[config.mk]
export PLATFORM = sky130hd
export DESIGN_NAME = aocs_regs
export DESIGN_NICKNAME = d
export VERILOG_FILES = /design/src/include/aocs_pkg.sv /design/src/core/aocs_wr_decode.sv /design/src/core/aocs_regs.sv
export SDC_FILE = /design/constraint.sdc
export NUM_CORES = 1
export LEC_CHECK = 0
export BUFFER_PORTS_ARGS = -buffer_cell sky130_fd_sc_hd__buf_2
export CORE_MARGIN = 8
export CORE_UTILIZATION = 56
export CTS_CLUSTER_DIAMETER = 100
export DETAILED_ROUTE_END_ITERATION = 7
export HOLD_SLACK_MARGIN = 0.03
export PLACE_DENSITY = 0.84
export SLEW_MARGIN = 0
export SYNTH_ARGS = -nofsm -noshare
export SYNTH_HDL_FRONTEND = slang
export SYNTH_HIERARCHICAL = 1
export SYNTH_SLANG_ARGS = --single-unit
[constraint.sdc]
create_clock -name clk_sys -period 2.1 [get_ports clk_sys]
set_input_delay 0.105 -clock clk_sys [delete_from_list [all_inputs] [get_ports clk_sys]]
set_output_delay 0.105 -clock clk_sys [all_outputs]
set_load 0.05 [all_outputs]
[src/include/aocs_pkg.sv]
// Purpose: shared constants and carriers for the analog output calibration strobes
// Assumes: 16-bit word-only host I/O window, offsets are byte addresses
// Notes:   offsets step by two, one word each
//
// How it works
// - write at 1EH latches data bits 7..0 as trim value, upper byte ignored
// - read at 1EH returns 8-bit calibration result, upper byte zero
// - first write at 18H after a trim write triggers parameter save to EEPROM, unless 24H was written in between
// - any write at 20H updates all outputs with pending data together
// - in sync mode channel writes stay pending, otherwise update immediately
// - any write at 22H resets all analog outputs at once
// - any write at 24H resets the calibration controller state
// - any write at 26H applies the pending range setting to its channel
// - register 28H bits 1..0 choose reference -10V, 0V, unused, +10V
`default_nettype none

package aocs_pkg;

  // ----------------------------------------------------------------
  // widths
  // ----------------------------------------------------------------
  localparam int unsigned ADDR_W       = 6;
  localparam int unsigned DATA_W       = 16;
  localparam int unsigned CHAN_N       = 8;
  localparam int unsigned CHAN_W       = 3;
  localparam int unsigned TRIM_W       = 8;
  localparam int unsigned REF_W        = 2;
  localparam int unsigned CHAN_IDX_LSB = 1;

  // ----------------------------------------------------------------
  // offsets
  // ----------------------------------------------------------------
  localparam logic [ADDR_W-1:0] OFS_CHAN_LAST = 6'h0f;
  localparam logic [ADDR_W-1:0] OFS_SAVE      = 6'h18;
  localparam logic [ADDR_W-1:0] OFS_TRIM      = 6'h1e;
  localparam logic [ADDR_W-1:0] OFS_SYNC      = 6'h20;
  localparam logic [ADDR_W-1:0] OFS_RST_ALL   = 6'h22;
  localparam logic [ADDR_W-1:0] OFS_CAL_RST   = 6'h24;
  localparam logic [ADDR_W-1:0] OFS_TYPE_CHG  = 6'h26;
  localparam logic [ADDR_W-1:0] OFS_REF_SEL   = 6'h28;

  // ----------------------------------------------------------------
  // codes and reset values
  // ----------------------------------------------------------------
  localparam logic [REF_W-1:0]  REF_NEG10   = 2'h0;
  localparam logic [REF_W-1:0]  REF_ZERO    = 2'h1;
  localparam logic [REF_W-1:0]  REF_UNUSED  = 2'h2;
  localparam logic [REF_W-1:0]  REF_POS10   = 2'h3;
  localparam logic [REF_W-1:0]  REF_RESET   = 2'h1;
  localparam logic [TRIM_W-1:0] TRIM_RESET  = 8'h00;
  localparam logic [DATA_W-1:0] RDATA_RESET = 16'h0000;
  localparam logic [DATA_W-TRIM_W-1:0] UPPER_ZERO = 8'h00;

  // ----------------------------------------------------------------
  // decoded write strobes, one pulse per host write
  // ----------------------------------------------------------------
  typedef struct packed {
    logic              chan;
    logic              save;
    logic              trim;
    logic              sync;
    logic              rst_all;
    logic              cal_rst;
    logic              type_chg;
    logic              ref_sel;
    logic [CHAN_W-1:0] chan_idx;
    logic [DATA_W-1:0] data;
  } aocs_wstb_s;

endpackage : aocs_pkg

`default_nettype wire

[src/core/aocs_wr_decode.sv]
// Purpose: turn host write cycles into one-cycle decoded strobes
// Assumes: io_wr high for one or more cycles per write, address stable
// Notes:   rising edge detect so a stretched write still pulses once
`default_nettype none

module aocs_wr_decode (
  input  wire logic                        clk_sys,
  input  wire logic                        rst_b,
  input  wire logic                        io_wr,
  input  wire logic [aocs_pkg::ADDR_W-1:0] io_addr,
  input  wire logic [aocs_pkg::DATA_W-1:0] io_wdata,
  output var aocs_pkg::aocs_wstb_s         wstb
);

  typedef struct packed {
    logic                 wr_seen;
    aocs_pkg::aocs_wstb_s stb;
  } aocs_dec_s;

  aocs_dec_s st_reg;
  aocs_dec_s st_next;
  logic      wr_rise;

  always_comb begin
    wr_rise               = io_wr & ~st_reg.wr_seen;
    st_next               = '0;
    st_next.wr_seen       = io_wr;
    st_next.stb.data      = io_wdata;
    st_next.stb.chan_idx  = io_addr[aocs_pkg::CHAN_IDX_LSB +: aocs_pkg::CHAN_W];
    st_next.stb.chan      = wr_rise && (io_addr <= aocs_pkg::OFS_CHAN_LAST);
    st_next.stb.save      = wr_rise && (io_addr == aocs_pkg::OFS_SAVE);
    st_next.stb.trim      = wr_rise && (io_addr == aocs_pkg::OFS_TRIM);
    st_next.stb.sync      = wr_rise && (io_addr == aocs_pkg::OFS_SYNC);
    st_next.stb.rst_all   = wr_rise && (io_addr == aocs_pkg::OFS_RST_ALL);
    st_next.stb.cal_rst   = wr_rise && (io_addr == aocs_pkg::OFS_CAL_RST);
    st_next.stb.type_chg  = wr_rise && (io_addr == aocs_pkg::OFS_TYPE_CHG);
    st_next.stb.ref_sel   = wr_rise && (io_addr == aocs_pkg::OFS_REF_SEL);
  end

  always_ff @(posedge clk_sys or negedge rst_b) begin
    if (!rst_b) begin
      st_reg <= '0;
    end else begin
      st_reg <= st_next;
    end
  end

  assign wstb = st_reg.stb;
endmodule : aocs_wr_decode

`default_nettype wire

[src/core/aocs_regs.sv]
// Purpose: calibration trim, reference select and write strobes of the output card
// Assumes: host makes word-wide accesses only, io_rd is a one-cycle strobe
// Notes:   all outputs registered; strobes appear two cycles after io_wr rises
`default_nettype none

module aocs_regs (
  input  wire logic                        clk_sys,
  input  wire logic                        rst_b,
  input  wire logic                        io_wr,
  input  wire logic                        io_rd,
  input  wire logic [aocs_pkg::ADDR_W-1:0] io_addr,
  input  wire logic [aocs_pkg::DATA_W-1:0] io_wdata,
  output logic      [aocs_pkg::DATA_W-1:0] io_rdata,
  output logic                             io_rvalid,
  input  wire logic                        sync_mode_en,
  input  wire logic [aocs_pkg::TRIM_W-1:0] cal_result,
  output logic      [aocs_pkg::TRIM_W-1:0] cal_trim_value,
  output logic                             cal_trim_load,
  output logic                             cal_param_save,
  output logic                             cal_ctrl_reset,
  output logic      [aocs_pkg::CHAN_N-1:0] chan_update,
  output logic      [aocs_pkg::CHAN_N-1:0] chan_pending,
  output logic                             all_outputs_reset,
  output logic                             output_type_apply,
  output logic                             reference_select_high_bit,
  output logic                             reference_select_low_bit,
  output logic                             reference_enable
);

  // ----------------------------------------------------------------
  // state
  // ----------------------------------------------------------------
  typedef struct packed {
    logic [aocs_pkg::TRIM_W-1:0] trim;
    logic                        trim_stb;
    logic                        trim_armed;
    logic                        save_stb;
    logic                        cal_rst_stb;
    logic [aocs_pkg::CHAN_N-1:0] pend;
    logic [aocs_pkg::CHAN_N-1:0] update;
    logic                        rst_all_stb;
    logic                        type_chg_stb;
    logic [aocs_pkg::REF_W-1:0]  ref_code;
    logic                        ref_en;
    logic [aocs_pkg::DATA_W-1:0] rdata;
    logic                        rvalid;
  } aocs_regs_s;

  localparam aocs_regs_s ST_RESET = '{
    trim:         aocs_pkg::TRIM_RESET,
    trim_stb:     1'b0,
    trim_armed:   1'b0,
    save_stb:     1'b0,
    cal_rst_stb:  1'b0,
    pend:         '0,
    update:       '0,
    rst_all_stb:  1'b0,
    type_chg_stb: 1'b0,
    ref_code:     aocs_pkg::REF_RESET,
    ref_en:       1'b1,
    rdata:        aocs_pkg::RDATA_RESET,
    rvalid:       1'b0
  };

  aocs_regs_s           st_reg;
  aocs_regs_s           st_next;
  aocs_pkg::aocs_wstb_s wstb;

  // ----------------------------------------------------------------
  // write decode
  // ----------------------------------------------------------------
  aocs_wr_decode u_wr_decode (
    .clk_sys  (clk_sys),
    .rst_b    (rst_b),
    .io_wr    (io_wr),
    .io_addr  (io_addr),
    .io_wdata (io_wdata),
    .wstb     (wstb)
  );

  // ----------------------------------------------------------------
  // next state
  // ----------------------------------------------------------------
  always_comb begin
    st_next              = st_reg;
    st_next.trim_stb     = 1'b0;
    st_next.save_stb     = 1'b0;
    st_next.cal_rst_stb  = 1'b0;
    st_next.update       = '0;
    st_next.rst_all_stb  = 1'b0;
    st_next.type_chg_stb = 1'b0;
    st_next.rvalid       = 1'b0;

    // trim value, upper byte dropped
    if (wstb.trim) begin
      st_next.trim       = wstb.data[aocs_pkg::TRIM_W-1:0];
      st_next.trim_stb   = 1'b1;
      st_next.trim_armed = 1'b1;
    end

    // save only once a trim has been loaded; a save with nothing new is dropped
    if (wstb.save && st_reg.trim_armed) begin
      st_next.save_stb   = 1'b1;
      st_next.trim_armed = 1'b0;
    end

    // controller reset forgets an unsaved trim
    if (wstb.cal_rst) begin
      st_next.cal_rst_stb = 1'b1;
      st_next.trim_armed  = 1'b0;
    end

    // channel data writes: immediate or held for the sync strobe
    if (wstb.chan) begin
      if (sync_mode_en) begin
        st_next.pend[wstb.chan_idx] = 1'b1;
      end else begin
        st_next.update[wstb.chan_idx] = 1'b1;
      end
    end

    if (wstb.sync) begin
      st_next.update = st_reg.pend;
      st_next.pend   = '0;
    end

    // reset of all outputs also drops anything still pending
    if (wstb.rst_all) begin
      st_next.rst_all_stb = 1'b1;
      st_next.pend        = '0;
    end

    if (wstb.type_chg) begin
      st_next.type_chg_stb = 1'b1;
    end

    if (wstb.ref_sel) begin
      st_next.ref_code = wstb.data[aocs_pkg::REF_W-1:0];
    end

    case (st_next.ref_code)
      aocs_pkg::REF_NEG10:  st_next.ref_en = 1'b1;
      aocs_pkg::REF_ZERO:   st_next.ref_en = 1'b1;
      aocs_pkg::REF_POS10:  st_next.ref_en = 1'b1;
      aocs_pkg::REF_UNUSED: st_next.ref_en = 1'b0;
      default:              st_next.ref_en = 1'b0;
    endcase

    // read-back: only the trim offset answers, all else reads zero
    if (io_rd) begin
      st_next.rvalid = 1'b1;
      if (io_addr == aocs_pkg::OFS_TRIM) begin
        st_next.rdata = {aocs_pkg::UPPER_ZERO, cal_result};
      end else begin
        st_next.rdata = aocs_pkg::RDATA_RESET;
      end
    end
  end

  always_ff @(posedge clk_sys or negedge rst_b) begin
    if (!rst_b) begin
      st_reg <= ST_RESET;
    end else begin
      st_reg <= st_next;
    end
  end

  // ----------------------------------------------------------------
  // outputs
  // ----------------------------------------------------------------
  assign io_rdata                  = st_reg.rdata;
  assign io_rvalid                 = st_reg.rvalid;
  assign cal_trim_value            = st_reg.trim;
  assign cal_trim_load             = st_reg.trim_stb;
  assign cal_param_save            = st_reg.save_stb;
  assign cal_ctrl_reset            = st_reg.cal_rst_stb;
  assign chan_update               = st_reg.update;
  assign chan_pending              = st_reg.pend;
  assign all_outputs_reset         = st_reg.rst_all_stb;
  assign output_type_apply         = st_reg.type_chg_stb;
  assign reference_select_high_bit = st_reg.ref_code[1];
  assign reference_select_low_bit  = st_reg.ref_code[0];
  assign reference_enable          = st_reg.ref_en;
endmodule : aocs_regs

`default_nettype wire

==> run metrics, run 1 <==
outcome finished, final reports clean; Vias per Instance 4.882; largest net degree at the start of global routing 39; die width 84.76 um; max-slew violations 0; Congestion Overflow GR 0; Syn Inst Count 209; Final period util 65.34%; hold path depth 1; Post-DP Area 0.002631 mm^2; Total GRT Usage 13.74%; GP Congestion 0.8248; CTS H-tree depth 3; Hold WS 0.05945 ns; Clk Latency, worst-skew pair 0.32 ns; Root Buffer clkbuf_8; detailed router's first-iteration violation count 119; Worst Path Buf+Inv 3; drt wl/cell 14.67 um; setup TNS 0 ns; Crit Reg-Reg Endpoint u_wr_decode/wstb[26]; Final HPWL DP 3124 um; CP arrival 1.63 ns; CTS tree yes; cell family with most CP delay buffers and inverters; Hold Path Class primary input to flip-flop; R2R depth 2; CTS clock-pin slew for the worst setup and hold paths 0.07 ns; post-layout util 67.05%; Max VDD drop 0.4979 mV; Port Buffer Count 67; CP Capture Type flip-flop; max reg flops 19; clock sinks 62; PnR Total Power 2.835 mW; initial antenna violation count 0; RSZ-0062 raised after global routing false; TritonCTS buffer count 9; Sequential cell area 0.001554 mm^2; Crit path depth 4; die height 84.76 um; Final ANT Viol Nets 0; Fill cells 338; vias 1533; design area 0.003104 mm^2; CP peak stage delay 0.58 ns; Critical Path RT 2.36 ns; Leakage 1.576 nW; P&R area growth vs syn 17.25%; fin crit period 1.372 ns; post-synthesis cell area 0.002648 mm^2; Worst Setup SP io_addr[5]; Startpoint Class primary input; DRC errors left 0; Avg Cell Area, Syn 12.67 um^2; crit-path max FO 4; I/O pin cnt 84; cell row count 25; DRT Wirelength 4607 um; crit path cell chain dlygate4sd3_1 > buf_2 > nor4b_1 > dlygate4sd3_1; die area 0.007184 mm^2; PostCTS Resize Cnt 0; largest buffer count on any clock path 2; worst-margin pin slew 0.5530 ns; layout cells sized above 1 38.46%; Synth Warn # 6; Power per Cell Area 913.1 mW/mm^2; Final Hold Viols 0; crit-path most repeated cell dlygate4sd3_1; R2R setup slack 0.84 ns; clk_skew 0.005192 ns; Starting Density 57.19%; worst hold endpoint io_rvalid; first-pass GRT wire length 7686 um; number of global-route vias before repair 1618; drt first pass iters 4; area of the multi-input gates 613.1 um^2; Worst R2R Start u_wr_decode/st_reg[27]; diodes inserted 0; Placeable Area 0.004629 mm^2; relative slew slack 63.14%; max frequency 0.7288 GHz; CP Class primary input to flip-flop; hold path start io_rd; fin nets 290; max_cap viols 0; critical path's slowest cell dlygate4sd3_1; # setup viols final 0
how the worst max path moves through the flow:
stage / endpoint / slack [ns]
detailed placement: chan_pending[2] / 0.87
global route: io_rdata[3] / 0.63
floorplan: chan_pending[0] / 0.95
CTS: u_wr_decode/wstb[26] / 0.77
global placement: chan_pending[1] / 0.89
finish: u_wr_decode/wstb[26] / 0.73
stage by stage:
stage / std cells / setup slack, ns
floorplan: 216 / 0.9470
global placement: 274 / 0.8908
detailed placement: 274 / 0.8679
CTS: 314 / 0.7717
global route: 314 / 0.6287
finish: 314 / 0.7279
routing by layer:
layer | vias to the layer above | track usage, % | part of all wire, %
met5 | - | 0 | 0
met1 | 733 | 15.24 | 41
met2 | 53 | 21.90 | 50
met3 | 2 | 6.732 | 7.9
met4 | 0 | 5.825 | 0.80
li1 | 745 | - | -
where the power goes:
part / total [mW] / leakage [nW] / switching (mW) / internal [mW]
Clock: 1.16 / 0.116 / 0.430 / 0.733
Combinational: 0.388 / 0.641 / 0.269 / 0.118
Sequential: 1.28 / 0.820 / 0.0325 / 1.25
Total: 2.83 / 1.58 / 0.731 / 2.10
final cells by class:
class	count	share of cell area (%)
multi-input cells	80	19.75
repair buffers	93	19.43
flip-flops and latches	62	50.06
well taps	54	2.177
clock inverters	5	2.620
inverters	9	1.088
clock buffers	11	4.877
cells in the final DEF, fill, tap and decap left out:
cell / instances
buf_4: 1
o32ai_1: 8
nor4bb_1: 1
nor4b_1: 2
a21oi_1: 1
nand4b_1: 1
mux2_2: 10
and4bb_1: 1
or4_1: 1
a22o_1: 8
conb_1: 8
nor2b_1: 2
nor2_1: 4
nor4_1: 3
a32o_1: 8
nor2_2: 1
nor4b_2: 1
dfstp_2: 2
clkinvlp_4: 1
clkinv_4: 1
inv_1: 9
or4b_4: 1
clkinv_2: 1
and2_1: 2
dfrtp_1: 60
or2b_1: 1
clkbuf_8: 11
bufinv_16: 2
nand2b_1: 5
dlygate4sd3_1: 24
buf_2: 67
buf_12: 1
nand4bb_1: 2
nand2_1: 9
repair_timing:
item,in CTS,in global routing
buffers inserted,0,0
hold buffers,24,0
endpoints found under the hold margin,47,0
Note: power is estimated with default switching activity, not from simulation.
==> inputs of run 2 (changes only) <==
--- a/config.mk
+++ b/config.mk
@@ -7,11 +7,11 @@
 export LEC_CHECK = 0
 export BUFFER_PORTS_ARGS = -buffer_cell sky130_fd_sc_hd__buf_2
 export CORE_MARGIN = 8
-export CORE_UTILIZATION = 56
+export CORE_UTILIZATION = 52
 export CTS_CLUSTER_DIAMETER = 100
 export DETAILED_ROUTE_END_ITERATION = 7
 export HOLD_SLACK_MARGIN = 0.03
-export PLACE_DENSITY = 0.84
+export PLACE_DENSITY = 0.79
 export SLEW_MARGIN = 0
 export SYNTH_ARGS = -nofsm -noshare
 export SYNTH_HDL_FRONTEND = slang
==> constraint.sdc (replaced) <==
create_clock -name clk_sys -period 1.3 [get_ports clk_sys]
set_input_delay 0.065 -clock clk_sys [delete_from_list [all_inputs] [get_ports clk_sys]]
set_output_delay 0.065 -clock clk_sys [all_outputs]
set_load 0.05 [all_outputs]
==> run metrics, run 2 (synthesized netlist as in run 1, its figures left out) <==
outcome finished, final reports clean; diodes inserted 0 (unchanged); Final Hold Viols 0 (unchanged); max-slew violations 0 (unchanged); fin crit period 1.192 ns; TritonCTS buffer count 9 (unchanged); Hold Path Class primary input to flip-flop; CTS tree yes; max reg flops 19 (unchanged); drt first pass iters 4 (unchanged); most frequent cells in the layout buf_2, dfrtp_1, dlygate4sd3_1; Clk Latency, worst-skew pair 0.33 ns (about the same); max frequency 0.8390 GHz; R2R depth 3 (+1); clk_skew 0.009672 ns (+0.004479 ns); RSZ-0062 raised after global routing false; PnR Total Power 4.761 mW (+68%); combinational power share 13.6% (about the same); Port Buffer Count 67 (unchanged); die area 0.007631 mm^2 (+6.2%); CTS clock-pin slew for the worst setup and hold paths 0.06 ns (about the same); largest net degree at the start of global routing 23 (-41%); Sequential cell area 0.001555 mm^2 (about the same); R2R setup slack 0.11 ns (-0.73 ns); DP Worst Slack 0.06635 ns (-0.8015 ns); Switch Pwr 1.202 mW (+64%); Power per Cell Area 1473 mW/mm^2 (+61%); Setup crit end chan_pending[4]; Final ANT Viol Nets 0 (unchanged); Placed Cells 295 (+7.7%); die height 87.36 um (+3.1%); area of the multi-input gates 628.1 um^2 (+2.4%); I/O pin cnt 84 (unchanged); Startpoint Class flip-flop; Total GRT Usage 13.79% (+0.059 points); largest buffer count on any clock path 2 (unchanged); Worst Setup SP u_wr_decode/wstb[23]; Starting Density 52.85% (-4.3 points); vias 1619 (+5.6%); Hold WS 0.1334 ns (+0.07396 ns); die width 87.36 um (+3.1%); Non-Filler Instances 338 (+7.6%); CP Class flip-flop to flip-flop; fin nets 298 (+2.8%); Root Buffer clkbuf_8; Vias per Instance 4.790 (-1.9%); CP arrival 1.45 ns (-0.18 ns); Congestion Overflow GR 0 (unchanged); CTS H-tree depth 3 (unchanged); design area 0.003233 mm^2 (+4.2%); Worst R2R Start u_wr_decode/wstb[23]; detailed router's first-iteration violation count 72 (-39%); Leakage 1.618 nW (+2.7%); P&R area growth vs syn 22.12%; Post-DP Area 0.002701 mm^2 (+2.7%); GP Congestion 0.7711 (-6.5%); # setup viols final 0 (unchanged); DRC errors left 0 (unchanged); max_cap viols 0 (unchanged); Crit Reg-Reg Endpoint chan_pending[4]; Fill cells 406 (+20%); post-layout util 64.54% (-2.5 points); Max VDD drop 0.9470 mV (+90%); number of global-route vias before repair 1733 (+7.1%); internal power 3.559 mW (+69%); fin worst setup slack 0.1082 ns (-0.6198 ns); most common cell after layout, fill and taps aside buf_2; layout cells sized above 1 39.93% (+1.5 points); switching share of power 25.25% (-0.55 points); setup TNS 0 ns (unchanged); drt wl/cell 14.69 um (+0.14%); first-pass GRT wire length 7976 um (+3.8%); crit-path max FO 8 (+4); Final period util 91.68%; initial antenna violation count 0 (unchanged); Reg power frac 43.7% (-1.6 points); Placeable Area 0.005010 mm^2 (+8.2%); DRT Wirelength 4966 um (+7.8%); cell row count 26 (+4.0%); clock sinks 62 (unchanged); Final HPWL DP 3478 um (+11%); CP Capture Type flip-flop; Critical Path RT 1.55 ns (-0.81 ns); clock group share of total power 42.7% (+1.7 points)
==> run 2: cell type report <==
type,instances,area share [%]
Inverter,9,1.045
Multi-Input combinational cell,80,19.43
Tap cell,70,2.709
Sequential cell,62,48.10
Timing Repair Buffer,101,21.05
Clock inverter,5,3.289
Clock buffer,11,4.373
==> run 2: power by group through the flow <==
stage / combinational (mW) / clock, mW / sequential, mW
floorplan: 0.494 / 0 / 2.13
global placement: 0.578 / 0 / 2.11
detailed placement: 0.589 / 0 / 2.11
CTS: 0.649 / 2.09 / 2.08
global route: 0.689 / 2.18 / 2.09
finish: 0.648 / 2.03 / 2.08
==> run 2: worst min path at each step <==
stage,startpoint,end,cells past startpoint
5_1_grt,sync_mode_en,chan_update[5],3
2_1_floorplan,rst_b,all_outputs_reset,0
6_report,sync_mode_en,chan_update[1],3
3_5_place_dp,rst_b,io_rdata[7],1
3_3_place_gp,rst_b,io_rdata[7],1
4_1_cts,sync_mode_en,chan_update[1],3
==> run 2: worst max-delay path: stages, from the launching register on <==
cell,delay (ns)
dfrtp_2,0.47
nor4bb_2,0.28
buf_4,0.20
a32o_1,0.18
==> run 2: timing repair <==
item | 4_1_cts | 5_1_grt
buffers inserted | 0 | 1
resized for setup | 0 | 3
setup endpoints to repair | 0 | 13
hold buffers | 26 | 0
hold endpoints to repair | 86 | 0
==> run 2: routing by layer <==
layer  share of wire, %  routed length, um  global-route usage (%)  up-vias
li1                   -                  -                       -      765
met1                 40               1977                   14.97      791
met5                  0                  0                       0        -
met2                 52               2566                   22.52       57
met4                1.4                 70                   6.563        0
met3                7.1                352                   6.038        6
==> inputs of run 3 (changes only) <==
--- a/config.mk
+++ b/config.mk
@@ -5,13 +5,13 @@
 export SDC_FILE = /design/constraint.sdc
 export NUM_CORES = 1
 export LEC_CHECK = 0
-export BUFFER_PORTS_ARGS = -buffer_cell sky130_fd_sc_hd__buf_2
+export BUFFER_PORTS_ARGS = -buffer_cell sky130_fd_sc_hd__buf_4
 export CORE_MARGIN = 8
-export CORE_UTILIZATION = 52
+export CORE_UTILIZATION = 47
 export CTS_CLUSTER_DIAMETER = 100
 export DETAILED_ROUTE_END_ITERATION = 7
 export HOLD_SLACK_MARGIN = 0.03
-export PLACE_DENSITY = 0.79
+export PLACE_DENSITY = 0.75
 export SLEW_MARGIN = 0
 export SYNTH_ARGS = -nofsm -noshare
 export SYNTH_HDL_FRONTEND = slang
==> constraint.sdc (replaced) <==
create_clock -name clk_sys -period 1 [get_ports clk_sys]
set_input_delay 0.05 -clock clk_sys [delete_from_list [all_inputs] [get_ports clk_sys]]
set_output_delay 0.05 -clock clk_sys [all_outputs]
set_load 0.05 [all_outputs]
==> run metrics, run 3 (synthesized netlist as in run 1, its figures left out) <==
die width 91.06 um (+4.2%); TritonCTS buffer count 9 (unchanged); Power per Cell Area 1651 mW/mm^2 (+12%); fin nets 308 (+3.4%); drt first pass iters 4 (unchanged); Final period util 114.0% (+22 points); Clk Latency, worst-skew pair 0.33 ns (about the same); post-layout util 64.63% (+0.096 points); I/O pin cnt 84 (unchanged); P&R area growth vs syn 33.60%; Total GRT Usage 13.30% (-0.49 points); R2R depth 4 (+1); DRT Wirelength 5452 um (+9.8%); max reg flops 19 (unchanged); Critical Path RT 1.27 ns (-0.28 ns); hold path start io_addr[0]; outcome finished, violations left; Leakage 1.701 nW (+5.1%); Max VDD drop 0.9011 mV (-4.8%); drt wl/cell 15.67 um (+6.6%); CP Class flip-flop to flip-flop; crit-path most repeated cell buf_4; max_cap viols 0 (unchanged); fin crit period 1.140 ns (-0.05151 ns); GP Congestion 0.7419 (-3.8%); CP arrival 1.41 ns (-0.04 ns); Final HPWL DP 3590 um (+3.2%); crit path cell chain buf_4 > nor4b_2 > buf_4 > a22o_1; max-slew violations 0 (unchanged); most frequent cells in the layout buf_4, dfrtp_1, dlygate4sd3_1; RSZ-0062 raised after global routing true; clock sinks 62 (unchanged); initial antenna violation count 0 (unchanged); vias 1679 (+3.7%); Setup crit end chan_update[4]; number of global-route vias before repair 1807 (+4.3%); die area 0.008291 mm^2 (+8.7%); PnR Total Power 5.842 mW (+23%); Fill cells 422 (+3.9%); critical path's slowest cell dfrtp_1; most common cell after layout, fill and taps aside buf_4; clk_skew 0.007231 ns (-0.002441 ns); CTS tree yes; die height 91.06 um (+4.2%); CTS H-tree depth 3 (unchanged); largest net degree at the start of global routing 29 (+26%); cell row count 27 (+3.8%); largest buffer count on any clock path 2 (unchanged); CTS clock-pin slew for the worst setup and hold paths 0.07 ns (about the same); Hold WS 0.03720 ns (-0.09622 ns); Root Buffer clkbuf_8; first-pass GRT wire length 8749 um (+9.7%); Port Buffer Count 67 (unchanged); CP Capture Type flip-flop; Final Hold Viols 0 (unchanged); Final ANT Viol Nets 0 (unchanged); Hold Path Class primary input to flip-flop; CP peak stage delay 0.42 ns (-0.05 ns); crit-path max FO 5 (-3); layout cells sized above 1 42.75% (+2.8 points); Vias per Instance 4.825 (+0.73%); Starting Density 48.38% (-4.5 points); DRC errors left 0 (unchanged); diodes inserted 0 (unchanged); Worst R2R Start u_wr_decode/wstb[23]; fin worst setup slack -0.1403 ns (-0.2485 ns); # setup viols final 18 (+18); DP Worst Slack -0.1205 ns (-0.1869 ns); failing checks setup timing; R2R setup slack -0.14 ns (-0.25 ns); max frequency 0.8769 GHz (+4.5%); Placeable Area 0.005473 mm^2 (+9.2%); Congestion Overflow GR 0 (unchanged); Startpoint Class flip-flop; detailed router's first-iteration violation count 57 (-21%); Crit Reg-Reg Endpoint chan_update[4]; Worst Setup SP u_wr_decode/wstb[23]
## run 3: per-stage QoR
stage	instance area, um^2	setup TNS (ns)	std cells
2_1_floorplan	2694	-1.522	216
3_3_place_gp	2924	-0.8023	303
3_5_place_dp	2924	-1.481	303
4_1_cts	3417	-1.500	343
5_1_grt	3537	-2.541	348
6_report	3537	-1.783	348
## run 3: area by class of cell
type	count	area [um^2]	share of cell area (%)
Clock inverter	1	30.03	0.8490
Timing Repair Buffer	111	992.2	28.05
Tap cell	72	90.09	2.547
Multi-Input combinational cell	80	676.9	19.14
Sequential cell	62	1555	43.97
Inverter	9	33.78	0.9551
Clock buffer	13	158.9	4.492
## run 3: critical path: cells and delay by family, from the launching register on
family / cells / cell delay [ns]
buf+inv: 2 / 0.32
simple gates: 1 / 0.21
compound gates: 1 / 0.12
flops: 1 / 0.42
## run 3: worst min path at each step
stage | endpoint | slack, ns | cells past startpoint
detailed placement | io_rdata[7] | -0.01 | 1
floorplan | all_outputs_reset | -0.25 | 0
global placement | io_rdata[7] | -0.02 | 1
CTS | u_wr_decode/wstb[18] | -0.12 | 1
finish | u_wr_decode/wstb[19] | 0.04 | 3
global route | u_wr_decode/wstb[19] | 0.03 | 3
## run 3: where the power goes
group,switching [mW],internal (mW),leakage [nW]
clock network,0.865,1.26,0.0956
registers,0.0815,2.63,0.818
logic,0.598,0.404,0.787
## run 3: per-layer routing
layer	global-route usage, %	routed length (um)	up-vias
li1	-	-	780
met1	14.60	2163	832
met2	21.64	2780	54
met3	4.774	351	13
met4	8.186	156	0
met5	0	0	-
## run 3: what timing repair did
| item | CTS | global route |
|---|---|---|
| gates resized for setup | 9 | 17 |
| hold endpoints to repair | 89 | 7 |
| hold buffers | 26 | 5 |
| pin swaps | 5 | 6 |
| endpoints found under the setup margin | 23 | 34 |
| buffers inserted | 0 | 2 |
